File: src/hw/hsio_pkg.sv
package hsio_pkg;
    // function codes
    localparam logic [3:0] FC_IDLE = 4'h0;
    localparam logic [3:0] FC_LOW = 4'h2;
    localparam logic [3:0] FC_UPPER = 4'h3;
    localparam logic [3:0] FC_CTRL = 4'h4;
    localparam logic [3:0] FC_PC = 4'h8;
    // register byte addresses
    localparam logic [7:0] ADDR_STATUS = 8'h00;
    localparam logic [7:0] ADDR_CONTROL = 8'h04;
    localparam logic [7:0] ADDR_PIN = 8'h08;
    localparam logic [7:0] ADDR_POUT = 8'h0c;
    localparam logic [7:0] ADDR_SIN = 8'h10;
    localparam logic [7:0] ADDR_SOUT = 8'h14;
    localparam logic [7:0] ADDR_CORE = 8'h18;
    localparam logic [7:0] ADDR_PC = 8'h1c;
    localparam logic [7:0] ADDR_STACK = 8'h20;
    // status bit positions
    localparam int ST_PF = 0;
    localparam int ST_SIF = 1;
    localparam int ST_SOF = 2;
    localparam int ST_IM = 3;
    localparam int ST_IP = 4;
    localparam int ST_ISI = 5;
    localparam int ST_ISO = 6;
    localparam int ST_UF = 7;
    // control bit positions
    localparam int CT_WB = 7;
    // core command bits (write to ADDR_CORE)
    localparam int CMD_TAKE_INT = 0;
    localparam int CMD_RTI = 1;
    localparam int CMD_CALL = 2;
    localparam int CMD_RTN = 3;
    localparam int CMD_BUSY = 4;
    localparam int CMD_ACC_SEL = 5;
    // reset and vector values
    localparam logic [7:0] STATUS_RST = 8'h78;
    localparam logic [7:0] CONTROL_RST = 8'h00;
    localparam logic [8:0] INT_VECTOR = 9'h1ff;
    localparam logic [8:0] PC_LOAD_HI = 9'h100;
    localparam int SER_BITS = 16;
    // instruction cycle 250 ns at 5 ns clock
    localparam int CYCLE_NS = 250;
    localparam int CLK_NS = 5;
    localparam int CYCLE_CLKS = (CYCLE_NS + CLK_NS - 1) / CLK_NS;
    localparam logic [1:0] RESP_OKAY = 2'b00;
    localparam logic [1:0] RESP_SLVERR = 2'b10;
endpackage

File: src/hw/hsio_top.sv
// Design decisions made here: the AXI4-Lite slave port and the register addresses.
`timescale 1ns/1ps
// Summary of operation
// function code acts only with chip select low and code nonzero
// stop codes halt core after current cycle; resume on code change
// host holds each code at least one instruction cycle
// host keeps stop halts within ten microseconds
// read/write pin sets transfer direction; read drives, write captures
// code 0010 moves low byte, no interrupt
// code 0011 moves upper byte or full word; may interrupt
// code 0100 writes control bits 0-7 and stops
// code 1000 loads pc, sets global mask, stops
// control and pc loads halt core, latch data on strobe
// serial input msb first, short words aligned to top bit
// converter supplies more than sixteen input clocks
// serial input read refused while busy; read clears it
// input bits beyond sixteenth ignored
// input count starts at enable rise; done after sixteen bits
// serial output msb first; pin released while enable low
// output zero from sixteenth clock; register left zero
// converter drops output enable after wanted bit count
// output done at enable fall; load on core transfer
// one interrupt level, three sources, software identifies
// interrupt loads pc with last rom address
// global mask set on take, cleared on return; masks writable
// done flags set even while masked
// two-entry pc return stack; two accumulators
// interrupts deferred while core reports busy instruction
// status read clears three done flags
// parallel done at strobe trailing edge, byte mode after upper
// interrupt request when flag set and both masks clear
module hsio_top
    import hsio_pkg::*;
(
    // clock and reset
    input wire logic core_clk,
    input wire logic rst,
    // host parallel port
    input wire logic chipSelect_n,
    input wire logic [3:0] function_code,
    input wire logic readNotWrite,
    input wire logic io_strobe,
    input wire logic [15:0] dataIn,
    output logic [15:0] dataOut,
    output logic dataOutEn,
    // serial converters
    input wire logic serial_input_clock,
    input wire logic serial_input_enable,
    input wire logic serialIn,
    input wire logic serial_output_clock,
    input wire logic serial_output_enable,
    output logic serialOut,
    output logic serialOutEn,
    // core status
    output logic coreHalt,
    output logic intRequest,
    output logic [8:0] progCounter,
    output logic accSelect,
    // axi4-lite slave
    input wire logic [7:0] s_axi_awaddr,
    input wire logic s_axi_awvalid,
    output logic s_axi_awready,
    input wire logic [31:0] s_axi_wdata,
    input wire logic [3:0] s_axi_wstrb,
    input wire logic s_axi_wvalid,
    output logic s_axi_wready,
    output logic [1:0] s_axi_bresp,
    output logic s_axi_bvalid,
    input wire logic s_axi_bready,
    input wire logic [7:0] s_axi_araddr,
    input wire logic s_axi_arvalid,
    output logic s_axi_arready,
    output logic [31:0] s_axi_rdata,
    output logic [1:0] s_axi_rresp,
    output logic s_axi_rvalid,
    input wire logic s_axi_rready
);
    typedef enum logic [1:0] {
        RUN = 2'b00,
        STOP = 2'b01
    } hsio_mode_t;

    // two-flop synchronisers for every host port and serial converter pin
    localparam int NSYNC = 28;
    logic [NSYNC-1:0] pinMeta_reg;
    logic [NSYNC-1:0] pinSync_reg;
    always_ff @(posedge core_clk) begin
        if (rst) begin
            pinMeta_reg <= '0;
            pinSync_reg <= '0;
        end else begin
            pinMeta_reg <= {dataIn, function_code, io_strobe, readNotWrite,
                !chipSelect_n, serial_input_clock, serial_input_enable,
                serialIn, serial_output_clock, serial_output_enable};
            pinSync_reg <= pinMeta_reg;
        end
    end
    wire [15:0] pData = pinSync_reg[27:12];
    wire [3:0] fCode = pinSync_reg[11:8];
    wire strobe = pinSync_reg[7];
    wire rdNwr = pinSync_reg[6];
    wire csel = pinSync_reg[5];
    wire siClkS, siEnS, siDatS, soClkS, soEnS;
    assign {siClkS, siEnS, siDatS, soClkS, soEnS} = pinSync_reg[4:0];

    function automatic logic codeActive(input logic cs, input logic [3:0] c);
        return cs && c != FC_IDLE;
    endfunction

    // registers
    logic [7:0] status_reg;
    logic [7:0] control_reg;
    logic [15:0] parallel_in_reg;
    logic [15:0] parallelOut_reg;
    logic [8:0] pc_reg;
    logic [8:0] stack0_reg;
    logic [8:0] stack1_reg;
    logic [1:0] depth_reg;
    logic accSel_reg;
    logic coreBusy_reg;
    hsio_mode_t mode_reg;
    logic strobePrev_reg;
    logic [5:0] cycleCnt_reg;
    logic [3:0] stopCode_reg;

    logic siClear, soLoad, siDone, soDone, siBusy;
    logic [15:0] siData, soData;
    logic [15:0] soLoadData;

    hsio_serial_in uSerIn (
        .core_clk(core_clk),
        .rst(rst),
        .sClk(siClkS),
        .sEn(siEnS),
        .sData(siDatS),
        .clearReq(siClear),
        .shiftReg(siData),
        .busy(siBusy),
        .donePulse(siDone)
    );

    hsio_serial_out uSerOut (
        .core_clk(core_clk),
        .rst(rst),
        .sClk(soClkS),
        .sEn(soEnS),
        .loadReq(soLoad),
        .loadData(soLoadData),
        .shiftReg(soData),
        .dataOut(serialOut),
        .dataOutEn(serialOutEn),
        .donePulse(soDone)
    );

    // axi4-lite slave: one write, one read at a time
    logic awHeld_reg, wHeld_reg;
    logic [7:0] awAddr_reg;
    logic [31:0] wData_reg;
    logic [3:0] wStrb_reg;
    assign s_axi_awready = !awHeld_reg && !s_axi_bvalid;
    assign s_axi_wready = !wHeld_reg && !s_axi_bvalid;
    wire wrFire = awHeld_reg && wHeld_reg;
    wire rdFire = s_axi_arvalid && s_axi_arready;
    assign s_axi_arready = !s_axi_rvalid;

    always_ff @(posedge core_clk) begin
        if (rst) begin
            awHeld_reg <= 1'b0;
            wHeld_reg <= 1'b0;
            awAddr_reg <= 8'h00;
            wData_reg <= 32'h0000_0000;
            wStrb_reg <= 4'h0;
            s_axi_bvalid <= 1'b0;
            s_axi_bresp <= RESP_OKAY;
        end else begin
            if (s_axi_awvalid && s_axi_awready) begin
                awHeld_reg <= 1'b1;
                awAddr_reg <= s_axi_awaddr;
            end
            if (s_axi_wvalid && s_axi_wready) begin
                wHeld_reg <= 1'b1;
                wData_reg <= s_axi_wdata;
                wStrb_reg <= s_axi_wstrb;
            end
            if (wrFire) begin
                awHeld_reg <= 1'b0;
                wHeld_reg <= 1'b0;
                s_axi_bvalid <= 1'b1;
                s_axi_bresp <= (awAddr_reg > ADDR_CORE)
                    ? RESP_SLVERR : RESP_OKAY;
            end else if (s_axi_bready) begin
                s_axi_bvalid <= 1'b0;
            end
        end
    end

    wire wrEn = wrFire && wStrb_reg[0];
    wire wrStatus = wrEn && awAddr_reg == ADDR_STATUS;
    wire wrControl = wrEn && awAddr_reg == ADDR_CONTROL;
    wire wrPout = wrFire && awAddr_reg == ADDR_POUT;
    wire wrCore = wrEn && awAddr_reg == ADDR_CORE;
    wire rdStatus = rdFire && s_axi_araddr == ADDR_STATUS;
    wire rdSin = rdFire && s_axi_araddr == ADDR_SIN && !siBusy;
    wire takeInt = wrCore && wData_reg[CMD_TAKE_INT];
    wire doRti = wrCore && wData_reg[CMD_RTI];
    wire doCall = wrCore && wData_reg[CMD_CALL];
    wire doRtn = wrCore && wData_reg[CMD_RTN];
    assign soLoad = wrFire && awAddr_reg == ADDR_SOUT;
    assign soLoadData = wData_reg[15:0];
    assign siClear = rdSin;

    always_ff @(posedge core_clk) begin
        if (rst) begin
            s_axi_rvalid <= 1'b0;
            s_axi_rdata <= 32'h0000_0000;
            s_axi_rresp <= RESP_OKAY;
        end else if (rdFire) begin
            s_axi_rvalid <= 1'b1;
            s_axi_rresp <= RESP_OKAY;
            unique case (s_axi_araddr)
                ADDR_STATUS: s_axi_rdata <= {24'h0, status_reg};
                ADDR_CONTROL: s_axi_rdata <= {24'h0, control_reg};
                ADDR_PIN: s_axi_rdata <= {16'h0, parallel_in_reg};
                ADDR_POUT: s_axi_rdata <= {16'h0, parallelOut_reg};
                ADDR_SIN: begin
                    s_axi_rdata <= {16'h0, siData};
                    if (siBusy) begin
                        s_axi_rresp <= RESP_SLVERR;
                    end
                end
                ADDR_SOUT: s_axi_rdata <= {16'h0, soData};
                ADDR_CORE: s_axi_rdata <= {26'h0, accSel_reg,
                    coreBusy_reg, depth_reg, mode_reg == STOP, 1'b0};
                ADDR_PC: s_axi_rdata <= {23'h0, pc_reg};
                ADDR_STACK: s_axi_rdata <= {5'h0, stack1_reg,
                    7'h0, stack0_reg, 2'h0};
                default: begin
                    s_axi_rdata <= 32'h0000_0000;
                    s_axi_rresp <= RESP_SLVERR;
                end
            endcase
        end else if (s_axi_rready) begin
            s_axi_rvalid <= 1'b0;
        end
    end

    // parallel port: strobe trailing edge ends a transfer
    wire active = codeActive(csel, fCode);
    wire strobeFall = strobePrev_reg && !strobe && active;
    wire wordMode = control_reg[CT_WB];
    always_ff @(posedge core_clk) begin
        if (rst) begin
            strobePrev_reg <= 1'b0;
            parallel_in_reg <= 16'h0000;
        end else begin
            strobePrev_reg <= strobe;
            if (strobeFall && !rdNwr) begin
                if (fCode == FC_LOW) begin
                    parallel_in_reg[7:0] <= pData[7:0];
                end else if (fCode == FC_UPPER && wordMode) begin
                    parallel_in_reg <= pData;
                end else if (fCode == FC_UPPER) begin
                    parallel_in_reg[15:8] <= pData[7:0];
                end
            end
        end
    end

    always_ff @(posedge core_clk) begin
        if (rst) begin
            parallelOut_reg <= 16'h0000;
        end else if (wrPout) begin
            parallelOut_reg <= wData_reg[15:0];
        end
    end

    // read drives pins while strobe high
    always_ff @(posedge core_clk) begin
        if (rst) begin
            dataOut <= 16'h0000;
            dataOutEn <= 1'b0;
        end else begin
            dataOutEn <= active && rdNwr && strobe
                && (fCode == FC_LOW || fCode == FC_UPPER);
            if (fCode == FC_UPPER && wordMode) begin
                dataOut <= parallelOut_reg;
            end else if (fCode == FC_UPPER) begin
                dataOut <= {8'h00, parallelOut_reg[15:8]};
            end else begin
                dataOut <= {8'h00, parallelOut_reg[7:0]};
            end
        end
    end

    // stop mode after instruction cycle ends; exit on code change
    wire isStopCode = active && (fCode == FC_CTRL || fCode == FC_PC);
    always_ff @(posedge core_clk) begin
        if (rst) begin
            cycleCnt_reg <= 6'h00;
        end else if (cycleCnt_reg == 6'(CYCLE_CLKS - 1)) begin
            cycleCnt_reg <= 6'h00;
        end else begin
            cycleCnt_reg <= cycleCnt_reg + 6'h01;
        end
    end
    wire cycleEnd = cycleCnt_reg == 6'(CYCLE_CLKS - 1);

    always_ff @(posedge core_clk) begin
        if (rst) begin
            mode_reg <= RUN;
            stopCode_reg <= FC_IDLE;
        end else begin
            unique case (mode_reg)
                RUN: if (isStopCode && cycleEnd) begin
                    mode_reg <= STOP;
                    stopCode_reg <= fCode;
                end
                STOP: if (!csel || fCode != stopCode_reg) begin
                    mode_reg <= RUN;
                end
                default: mode_reg <= RUN;
            endcase
        end
    end
    assign coreHalt = mode_reg == STOP;

    // control register: host loads latch on strobe
    wire hostCtl = strobeFall && !rdNwr && fCode == FC_CTRL;
    wire hostPc = strobeFall && !rdNwr && fCode == FC_PC;
    always_ff @(posedge core_clk) begin
        if (rst) begin
            control_reg <= CONTROL_RST;
        end else if (hostCtl) begin
            control_reg <= pData[7:0];
        end else if (wrControl) begin
            control_reg <= wData_reg[7:0];
        end
    end

    // status flags: set wins over read clear
    wire pfSet = strobeFall && fCode == FC_UPPER;
    always_ff @(posedge core_clk) begin
        if (rst) begin
            status_reg <= STATUS_RST;
        end else begin
            if (wrStatus) begin
                status_reg[ST_UF:ST_IM] <= wData_reg[ST_UF:ST_IM];
            end
            if (rdStatus) begin
                status_reg[ST_SOF:ST_PF] <= 3'b000;
            end
            if (pfSet) status_reg[ST_PF] <= 1'b1;
            if (siDone) status_reg[ST_SIF] <= 1'b1;
            if (soDone) status_reg[ST_SOF] <= 1'b1;
            if (doRti) status_reg[ST_IM] <= 1'b0;
            if (takeInt && intRequest) status_reg[ST_IM] <= 1'b1;
            if (hostPc) status_reg[ST_IM] <= 1'b1;
        end
    end

    // one level, three sources
    assign intRequest = !status_reg[ST_IM] && !coreBusy_reg && (
        (status_reg[ST_PF] && !status_reg[ST_IP])
        || (status_reg[ST_SIF] && !status_reg[ST_ISI])
        || (status_reg[ST_SOF] && !status_reg[ST_ISO]));

    // pc, return stack and accumulator select
    always_ff @(posedge core_clk) begin
        if (rst) begin
            pc_reg <= 9'h000;
            stack0_reg <= 9'h000;
            stack1_reg <= 9'h000;
            depth_reg <= 2'h0;
            accSel_reg <= 1'b0;
            coreBusy_reg <= 1'b0;
        end else begin
            if (wrCore) begin
                coreBusy_reg <= wData_reg[CMD_BUSY];
            end
            if (hostPc) begin
                pc_reg <= PC_LOAD_HI | {1'b0, pData[7:0]};
            end else if ((takeInt && intRequest) || doCall) begin
                stack1_reg <= stack0_reg;
                stack0_reg <= pc_reg;
                if (depth_reg != 2'h2) depth_reg <= depth_reg + 2'h1;
                pc_reg <= doCall ? wData_reg[16:8] : INT_VECTOR;
                if (!doCall) accSel_reg <= 1'b1;
            end else if (doRti || doRtn) begin
                pc_reg <= stack0_reg;
                stack0_reg <= stack1_reg;
                if (depth_reg != 2'h0) depth_reg <= depth_reg - 2'h1;
                if (doRti) accSel_reg <= 1'b0;
            end else if (wrFire && awAddr_reg == ADDR_PC) begin
                pc_reg <= wData_reg[8:0];
            end
        end
    end
    assign progCounter = pc_reg;
    assign accSelect = accSel_reg;
endmodule

File: src/hw/hsio_serial_in.sv
`timescale 1ns/1ps
module hsio_serial_in
    import hsio_pkg::*;
(
    input wire logic core_clk,
    input wire logic rst,
    // synchronised link pins
    input wire logic sClk,
    input wire logic sEn,
    input wire logic sData,
    // core side
    input wire logic clearReq,
    output logic [15:0] shiftReg,
    output logic busy,
    output logic donePulse
);
    logic clkPrev_reg;
    logic enPrev_reg;
    logic [4:0] count_reg;
    wire clkRise = sClk && !clkPrev_reg;
    wire enRise = sEn && !enPrev_reg;
    wire shiftOn = clkRise && count_reg != 5'(SER_BITS)
        && (sEn || count_reg != 5'h00);

    always_ff @(posedge core_clk) begin
        if (rst) begin
            clkPrev_reg <= 1'b0;
            enPrev_reg <= 1'b0;
        end else begin
            clkPrev_reg <= sClk;
            enPrev_reg <= sEn;
        end
    end

    // count restarts at leading edge of enable
    always_ff @(posedge core_clk) begin
        if (rst || enRise) begin
            count_reg <= 5'h00;
        end else if (shiftOn) begin
            count_reg <= count_reg + 5'h01;
        end
    end

    // msb first; shifting runs on to sixteen bits after enable falls, so short words reach msb; bits past sixteen dropped
    always_ff @(posedge core_clk) begin
        if (rst || clearReq) begin
            shiftReg <= 16'h0000;
        end else if (shiftOn) begin
            shiftReg <= {shiftReg[14:0], sData};
        end
    end

    assign busy = (sEn || count_reg != 5'h00) && count_reg != 5'(SER_BITS);
    assign donePulse = shiftOn && count_reg == 5'(SER_BITS - 1);
endmodule

File: src/hw/hsio_serial_out.sv
`timescale 1ns/1ps
module hsio_serial_out
    import hsio_pkg::*;
(
    input wire logic core_clk,
    input wire logic rst,
    // synchronised link pins
    input wire logic sClk,
    input wire logic sEn,
    // core side
    input wire logic loadReq,
    input wire logic [15:0] loadData,
    output logic [15:0] shiftReg,
    output logic dataOut,
    output logic dataOutEn,
    output logic donePulse
);
    logic clkPrev_reg;
    logic enPrev_reg;
    logic [4:0] count_reg;
    wire clkFall = !sClk && clkPrev_reg;
    wire enRise = sEn && !enPrev_reg;

    always_ff @(posedge core_clk) begin
        if (rst) begin
            clkPrev_reg <= 1'b0;
            enPrev_reg <= 1'b0;
        end else begin
            clkPrev_reg <= sClk;
            enPrev_reg <= sEn;
        end
    end

    always_ff @(posedge core_clk) begin
        if (rst || enRise) begin
            count_reg <= 5'h00;
        end else if (clkFall && sEn && count_reg != 5'(SER_BITS)) begin
            count_reg <= count_reg + 5'h01;
        end
    end

    // msb first, zeros fill behind the data
    always_ff @(posedge core_clk) begin
        if (rst) begin
            shiftReg <= 16'h0000;
        end else if (loadReq) begin
            shiftReg <= loadData;
        end else if (clkFall && (sEn || enPrev_reg)) begin
            shiftReg <= {shiftReg[14:0], 1'b0};
        end
    end

    always_ff @(posedge core_clk) begin
        if (rst) begin
            dataOut <= 1'b0;
        end else if (count_reg == 5'(SER_BITS)) begin
            dataOut <= 1'b0;
        end else begin
            dataOut <= shiftReg[15];
        end
    end

    assign dataOutEn = sEn;
    assign donePulse = !sEn && enPrev_reg;
endmodule

File: config.mk
export PLATFORM = sky130hd
export DESIGN_NAME = hsio_top
export DESIGN_NICKNAME = d
export VERILOG_FILES = /design/src/hw/hsio_pkg.sv /design/src/hw/hsio_top.sv /design/src/hw/hsio_serial_in.sv /design/src/hw/hsio_serial_out.sv
export SDC_FILE = /design/constraint.sdc
export NUM_CORES = 1
export LEC_CHECK = 0
export BUFFER_PORTS_ARGS = -buffer_cell sky130_fd_sc_hd__buf_2
export CAP_MARGIN = 30
export CORE_MARGIN = 4
export CORE_UTILIZATION = 40
export DETAILED_ROUTE_END_ITERATION = 8
export MAX_ROUTING_LAYER = met4
export PLACE_DENSITY = 0.59
export SLEW_MARGIN = 5
export SYNTH_ARGS = -nofsm -noshare
export SYNTH_HDL_FRONTEND = slang
export SYNTH_SLANG_ARGS = --single-unit
File: constraint.sdc
create_clock -name core_clk -period 2.3 [get_ports core_clk]
set_input_delay 0.345 -clock core_clk [delete_from_list [all_inputs] [get_ports core_clk]]
set_output_delay 0.345 -clock core_clk [all_outputs]
set_load 0.005 [all_outputs]
Word-level counts from Yosys, hierarchy flattened --
Cells that the tools add are included.
Operators by class: $add $sub $neg 5, $lt $le $gt $ge 1, eq/ne operators 29, multiplexer cells 42, bitwise logic cells 2, reductions and logical operators 115
Operators by type and width (number):
- 27-bit case mux with 9 select lines | 1
- 9-bit two-way mux | 7
- 8-bit by 5-bit == test with 1-bit output (second input constant) | 7
- 8-bit two-way mux | 7
- 1-bit logical AND | 51
- 16-bit two-way mux | 3
- 2-bit nonzero test | 14
- 8-bit by 4-bit == test with 1-bit output (second input constant) | 3
- 1-bit zero test | 19
- 8-bit by 3-bit == test with 1-bit output (second input constant) | 2
- 8-bit zero test | 2
- 2-bit two-way mux | 8
- 1-bit two-way mux | 13
- 1-bit logical OR | 12
- 5-bit by 1-bit adder with 5-bit output (second input constant) | 2
- 5-bit inequality test (second input constant) | 2
- 2-bit AND reduction | 5
- 4-bit by 2-bit == test with 1-bit output (second input constant) | 2
- 8-bit by 6-bit == test with 1-bit output (second input constant) | 1
- 8-bit by 5-bit greater-than comparator with 1-bit output (second input constant) | 1
- 2-bit case mux with 2 select lines | 2
- 4-bit AND reduction | 2
- 4-bit nonzero test | 2
- 8-bit OR reduction | 1
- other kinds (19) | 25
Word-level totals: register bits 278, logic and storage cells 236

Longest topological paths before layout --
depth after elaboration 9, mapped depth 8, mapped depth without buffers 7

Modules after synthesis --
A second synthesis with hierarchy kept.
Unflattened totals: cells, all modules 1224, area total of the unflattened synthesis 11219.5 um^2
By module, submodules not included:
- hsio_top | instances 1, cells an instance 991, area each 9013.6 um^2, seq. area each 4424.2 um^2
- hsio_serial_out | instances 1, cells an instance 136, area each 1231.2 um^2, seq. area each 480.5 um^2
- hsio_serial_in | instances 1, cells an instance 97, area each 974.7 um^2, seq. area each 460.4 um^2

Worst setup path before layout --
Ideal clock, no wire load.
path type reg2reg, start reg awAddr_reg[7], end reg depth_reg[0], arrival time 2.020 ns, data required time 2.176 ns, setup slack 0.156 ns, cell stages (with the launch flop) 7, path buffers 2, period minus slack after synthesis 2.144 ns, cell sequence dfxtp_1 or4b_4 or3_1 buf_2 a211oi_4 buf_4 o22ai_1
On the way: word-level cells in the longest chain between the ends 7
Ends and longest elaborated chain:
- start, declared | RTL line hsio_top.sv:157 | logic [7:0] awAddr_reg;
- start signal, assigned | RTL line hsio_top.sv:178 | awAddr_reg <= s_axi_awaddr;
- 8-bit by 5-bit == test with 1-bit output (*) | RTL line hsio_top.sv:201 | wire wrCore = wrEn && awAddr_reg == ADDR_CORE;
- 1-bit logical AND (*) | RTL line hsio_top.sv:201
- 1-bit logical AND | RTL line hsio_top.sv:204 | wire takeInt = wrCore && wData_reg[CMD_TAKE_INT];
- 1-bit logical AND | RTL line hsio_top.sv:382 | end else if ((takeInt && intRequest) || doCall) begin
- 1-bit logical OR | RTL line hsio_top.sv:382
- 2-bit by 1-bit inequality test with 1-bit output (no line) or 2-bit nonzero test (tied branches)
- 4-bit AND reduction (no line)
- end signal, assigned | RTL line hsio_top.sv:385 | if (depth_reg != 2'h2) depth_reg <= depth_reg + 2'h1;
- end signal, assigned | RTL line hsio_top.sv:391 | if (depth_reg != 2'h0) depth_reg <= depth_reg - 2'h1;
- end, declared | RTL line hsio_top.sv:118 | logic [1:0] depth_reg;
Mark *: on every way between the ends. The rest lies on a longest branch, timed or not. A chain may end at the register's enable or synchronous reset.

Worst setup path in the final report --
start reg awAddr_reg[7], end reg pc_reg[6], in the netlist progCounter[6]
On the way: word-level cells in the longest chain between the ends 7
Ends and longest elaborated chain:
- 8-bit by 5-bit == test with 1-bit output | RTL line hsio_top.sv:201
- 1-bit logical AND | RTL line hsio_top.sv:201
- 1-bit logical AND (on tied branches) | RTL line hsio_top.sv:205, hsio_top.sv:204, hsio_top.sv:207
- 1-bit logical OR or 1-bit logical AND (tied branches) | RTL line hsio_top.sv:388, hsio_top.sv:382
- 9-bit two-way mux or 1-bit logical OR (tied branches) | RTL line hsio_top.sv:388, hsio_top.sv:382
- 9-bit two-way mux | RTL line hsio_top.sv:382
- 9-bit two-way mux | RTL line hsio_top.sv:380 | if (hostPc) begin
- end signal, assigned | RTL line hsio_top.sv:381 | pc_reg <= PC_LOAD_HI | {1'b0, pData[7:0]};
- end signal, assigned | RTL line hsio_top.sv:386 | pc_reg <= doCall ? wData_reg[16:8] : INT_VECTOR;
- end signal, assigned | RTL line hsio_top.sv:389 | pc_reg <= stack0_reg;
- end, declared | RTL line hsio_top.sv:115 | logic [8:0] pc_reg;
Several ways; a longest one is shown, not always the timed one.

==> results.md <==
* Status: finished clean
* Min cycle time layout at 2.16 ns
* Clk buf depth at 3
* Vias at 8900
* Number of synthesized flops with an enable pin at 0
* Critical path type: reg2reg
* CTS root buf: clkbuf_16
* TritonRoute pass-1 iters at 5
* CTS tree: done
* Crit path launch type: register
* Synthesized flop and latch total at roughly 270
* CTS Sinks at 268
* Global-route wire length before repair at 48200 µm
* # H-tree levels at 1
* Largest net degree at the start of global routing at 74
* Final setup margin at 0.142 ns
* Avg Vias per Cell at 5.25
* Avg Inst Size Synth at 9.24 µm²
* Post-DRT Antenna Nets at 0
* Initial Util at 0.407
* IO Port Bufs at around 130
* Core ar. at 27000 µm²
* DRC viols at 0
* Final period util at 0.938
* WL/cell at 18.3 µm
* Worst hold path class: in2reg
* Slew margin rel. at 0.474
* Worst hold start: function_code[0]
* Ratio of cells with drive above 1 in the final layout at 0.200
* Worst Setup SP: awAddr_reg[7]
* Cell area power density at 766 nW/µm²
* Post-CTS Setup Bufs at 0
* Synth cell count leaders: dfxtp_1, nand2_1, nor2_1
* Critical path required time at 2.76 ns
* Ys flop type: dfxtp_1
* Detail Placement HPWL at 22600 µm
* CP max FO at 9
* GPL Wtd Cong at about 0.93
* Post-synth ARST share at 0
* Worst-case clock skew at 0.0210 ns
* Chip Width at 174 µm
* Largest cells by area after synthesis: dfxtp_1, mux2i_1, nand2_1
* Yosys top cell by area: dfxtp_1
* Fin. Hold Viols at 0
* Static leakage at 5.40 nW
* Initial antenna violation count at 0
* Ys Warns at 0
* Chip height at around 170 µm
* Row count at 60
* Slew Viols, Final at 0
* Fill count at 2583
* Worst R2R Start: awAddr_reg[7]
* Nets at 1427
* Synthesized cell area at about 11000 µm²
* Final Setup Violations at 0
* Count leader, synth: dfxtp_1
* Setup TNS at 0 ns
* Area growth, synth to finish at 20.8%
* Register area share after synthesis at 0.489
* Max-Cap Viols at 0
* Fmax achieved at 463 MHz
* Critical path data arrival time at around 2.6 ns
* Num CTS Buffers at 28
* Total die area at between 30000 and 40000 µm²
* Distinct cells, synth at 74
* Maximum VDD drop at a little under 600 µV
* Antenna Cells at 0
* Crit. End Element: register
* Syn Inst Count at approximately 1200
* RSZ-0062 raised after global routing: no
* Drt initial violations at 598
* Top-area cell type share of the netlist area at 0.489
* Overall Global Routing Usage at 0.204
* Worst skew pair latency at 0.54 ns
* Routed WL at 31100 µm
* Worst-path clk slew at 0.06 ns
* Post-Place Setup Slack at 0.139 ns
* Global route overflow at 0
* Worst slew pin tran at 0.789 ns
* Num ports at 159
* Vias in the first global route at 8480
## metal layers
metal | part of all wire | vias to the layer above | global-route usage
met5 | 0 | - | -
met4 | 0.032 | 0 | 0.0592
met3 | 0.058 | 63 | 0.0281
met2 | 0.43 | 283 | 0.302
met1 | 0.48 | 4133 | 0.290
li1 | - | 4421 | -
## power breakdown
| group | switching, mW | internal (mW) | total (mW) |
|---|---|---|---|
| clock network | 1.84 | 2.97 | 4.81 |
| registers | 0.0986 | 4.74 | 4.84 |
| logic | 0.302 | 0.200 | 0.502 |
| total | 2.24 | 7.90 | 10.1 |
## area by class of cell
class,count,area (µm²),share of cell area
clock buffer,40,837,0.0632
sequential,268,5370,0.405
inverter,16,60.1,0.00454
timing repair buffer,190,1160,0.0876
multi-input combinational,829,5240,0.395
tap,341,427,0.0322
clock inverter,11,158,0.0119
## path summary, 6_finish.rpt
kind	depth (start not counted)	to	slack [ns]
worst min register to register	1	pinSync_reg[8]	0.43
worst max register to register	6	progCounter[6]	0.14
worst min-delay path	2	pinMeta_reg[8]	0.03
worst max-delay path	6	progCounter[6]	0.14
## kinds of logic (layout without fill, tap and decap cells)
family	Yosys count	in the layout	share of synthesized area
AOI/OAI and AO/OA	220	220	0.137
xor gates and xnor gates	16	16	0.0128
adders and majority gates	7	7	0.00799
buffers and inverters	97	257	0.0373
DFF	268	268	0.489
muxes	114	114	0.109
other	1	9	0.000342
and+or+nand+nor	463	463	0.207
## per-stage QoR
stage / area, µm² / hold WS [ns] / total power, mW / cells / utilization
after global routing: 13200 / 0.00696 / 10.5 / 1695 / 0.491
after detailed placement: 12200 / 0.423 / 5.44 / 1641 / 0.453
after global placement: 12200 / 0.419 / 5.43 / 1641 / 0.453
after floorplan: 11000 / 0.412 / 5.21 / 1194 / -
final: 13200 / 0.0262 / 10.1 / 1695 / 0.491
after CTS: 13200 / 0.00501 / 10.2 / 1694 / 0.491
## cell usage in the layout (no fill, tap or decap), types with 9 or more instances in the layout
cell	n
nand2_1	144
dfxtp_1	268
a31oi_1	9
buf_4	53
nor2b_1	67
and2_1	14
mux2i_1	100
o22ai_1	11
conb_1	9
a21o_1	10
mux2_2	11
xor2_1	10
a211oi_1	43
nand3_1	38
o21ai_0	15
nor3_1	10
a22o_1	11
clkbuf_16	29
inv_1	15
a22oi_1	11
buf_2	130
a21oi_1	69
nor2_1	130
## worst max-delay path, cell delays in order, from the launching register on
cell and delay (ns):
dfxtp_1 0.33, or4b_4 0.56, or4_4 0.51, a211oi_4 0.21, buf_4 0.21, nand2_1 0.08, a31oi_1 0.19
## timing repair
item                                    CTS  global route
gates resized for setup                   0             3
endpoints found under the setup margin    0             5
endpoints found under the hold margin     2             0
hold buffers                              2             0
Power figures use the tool's default switching activity.
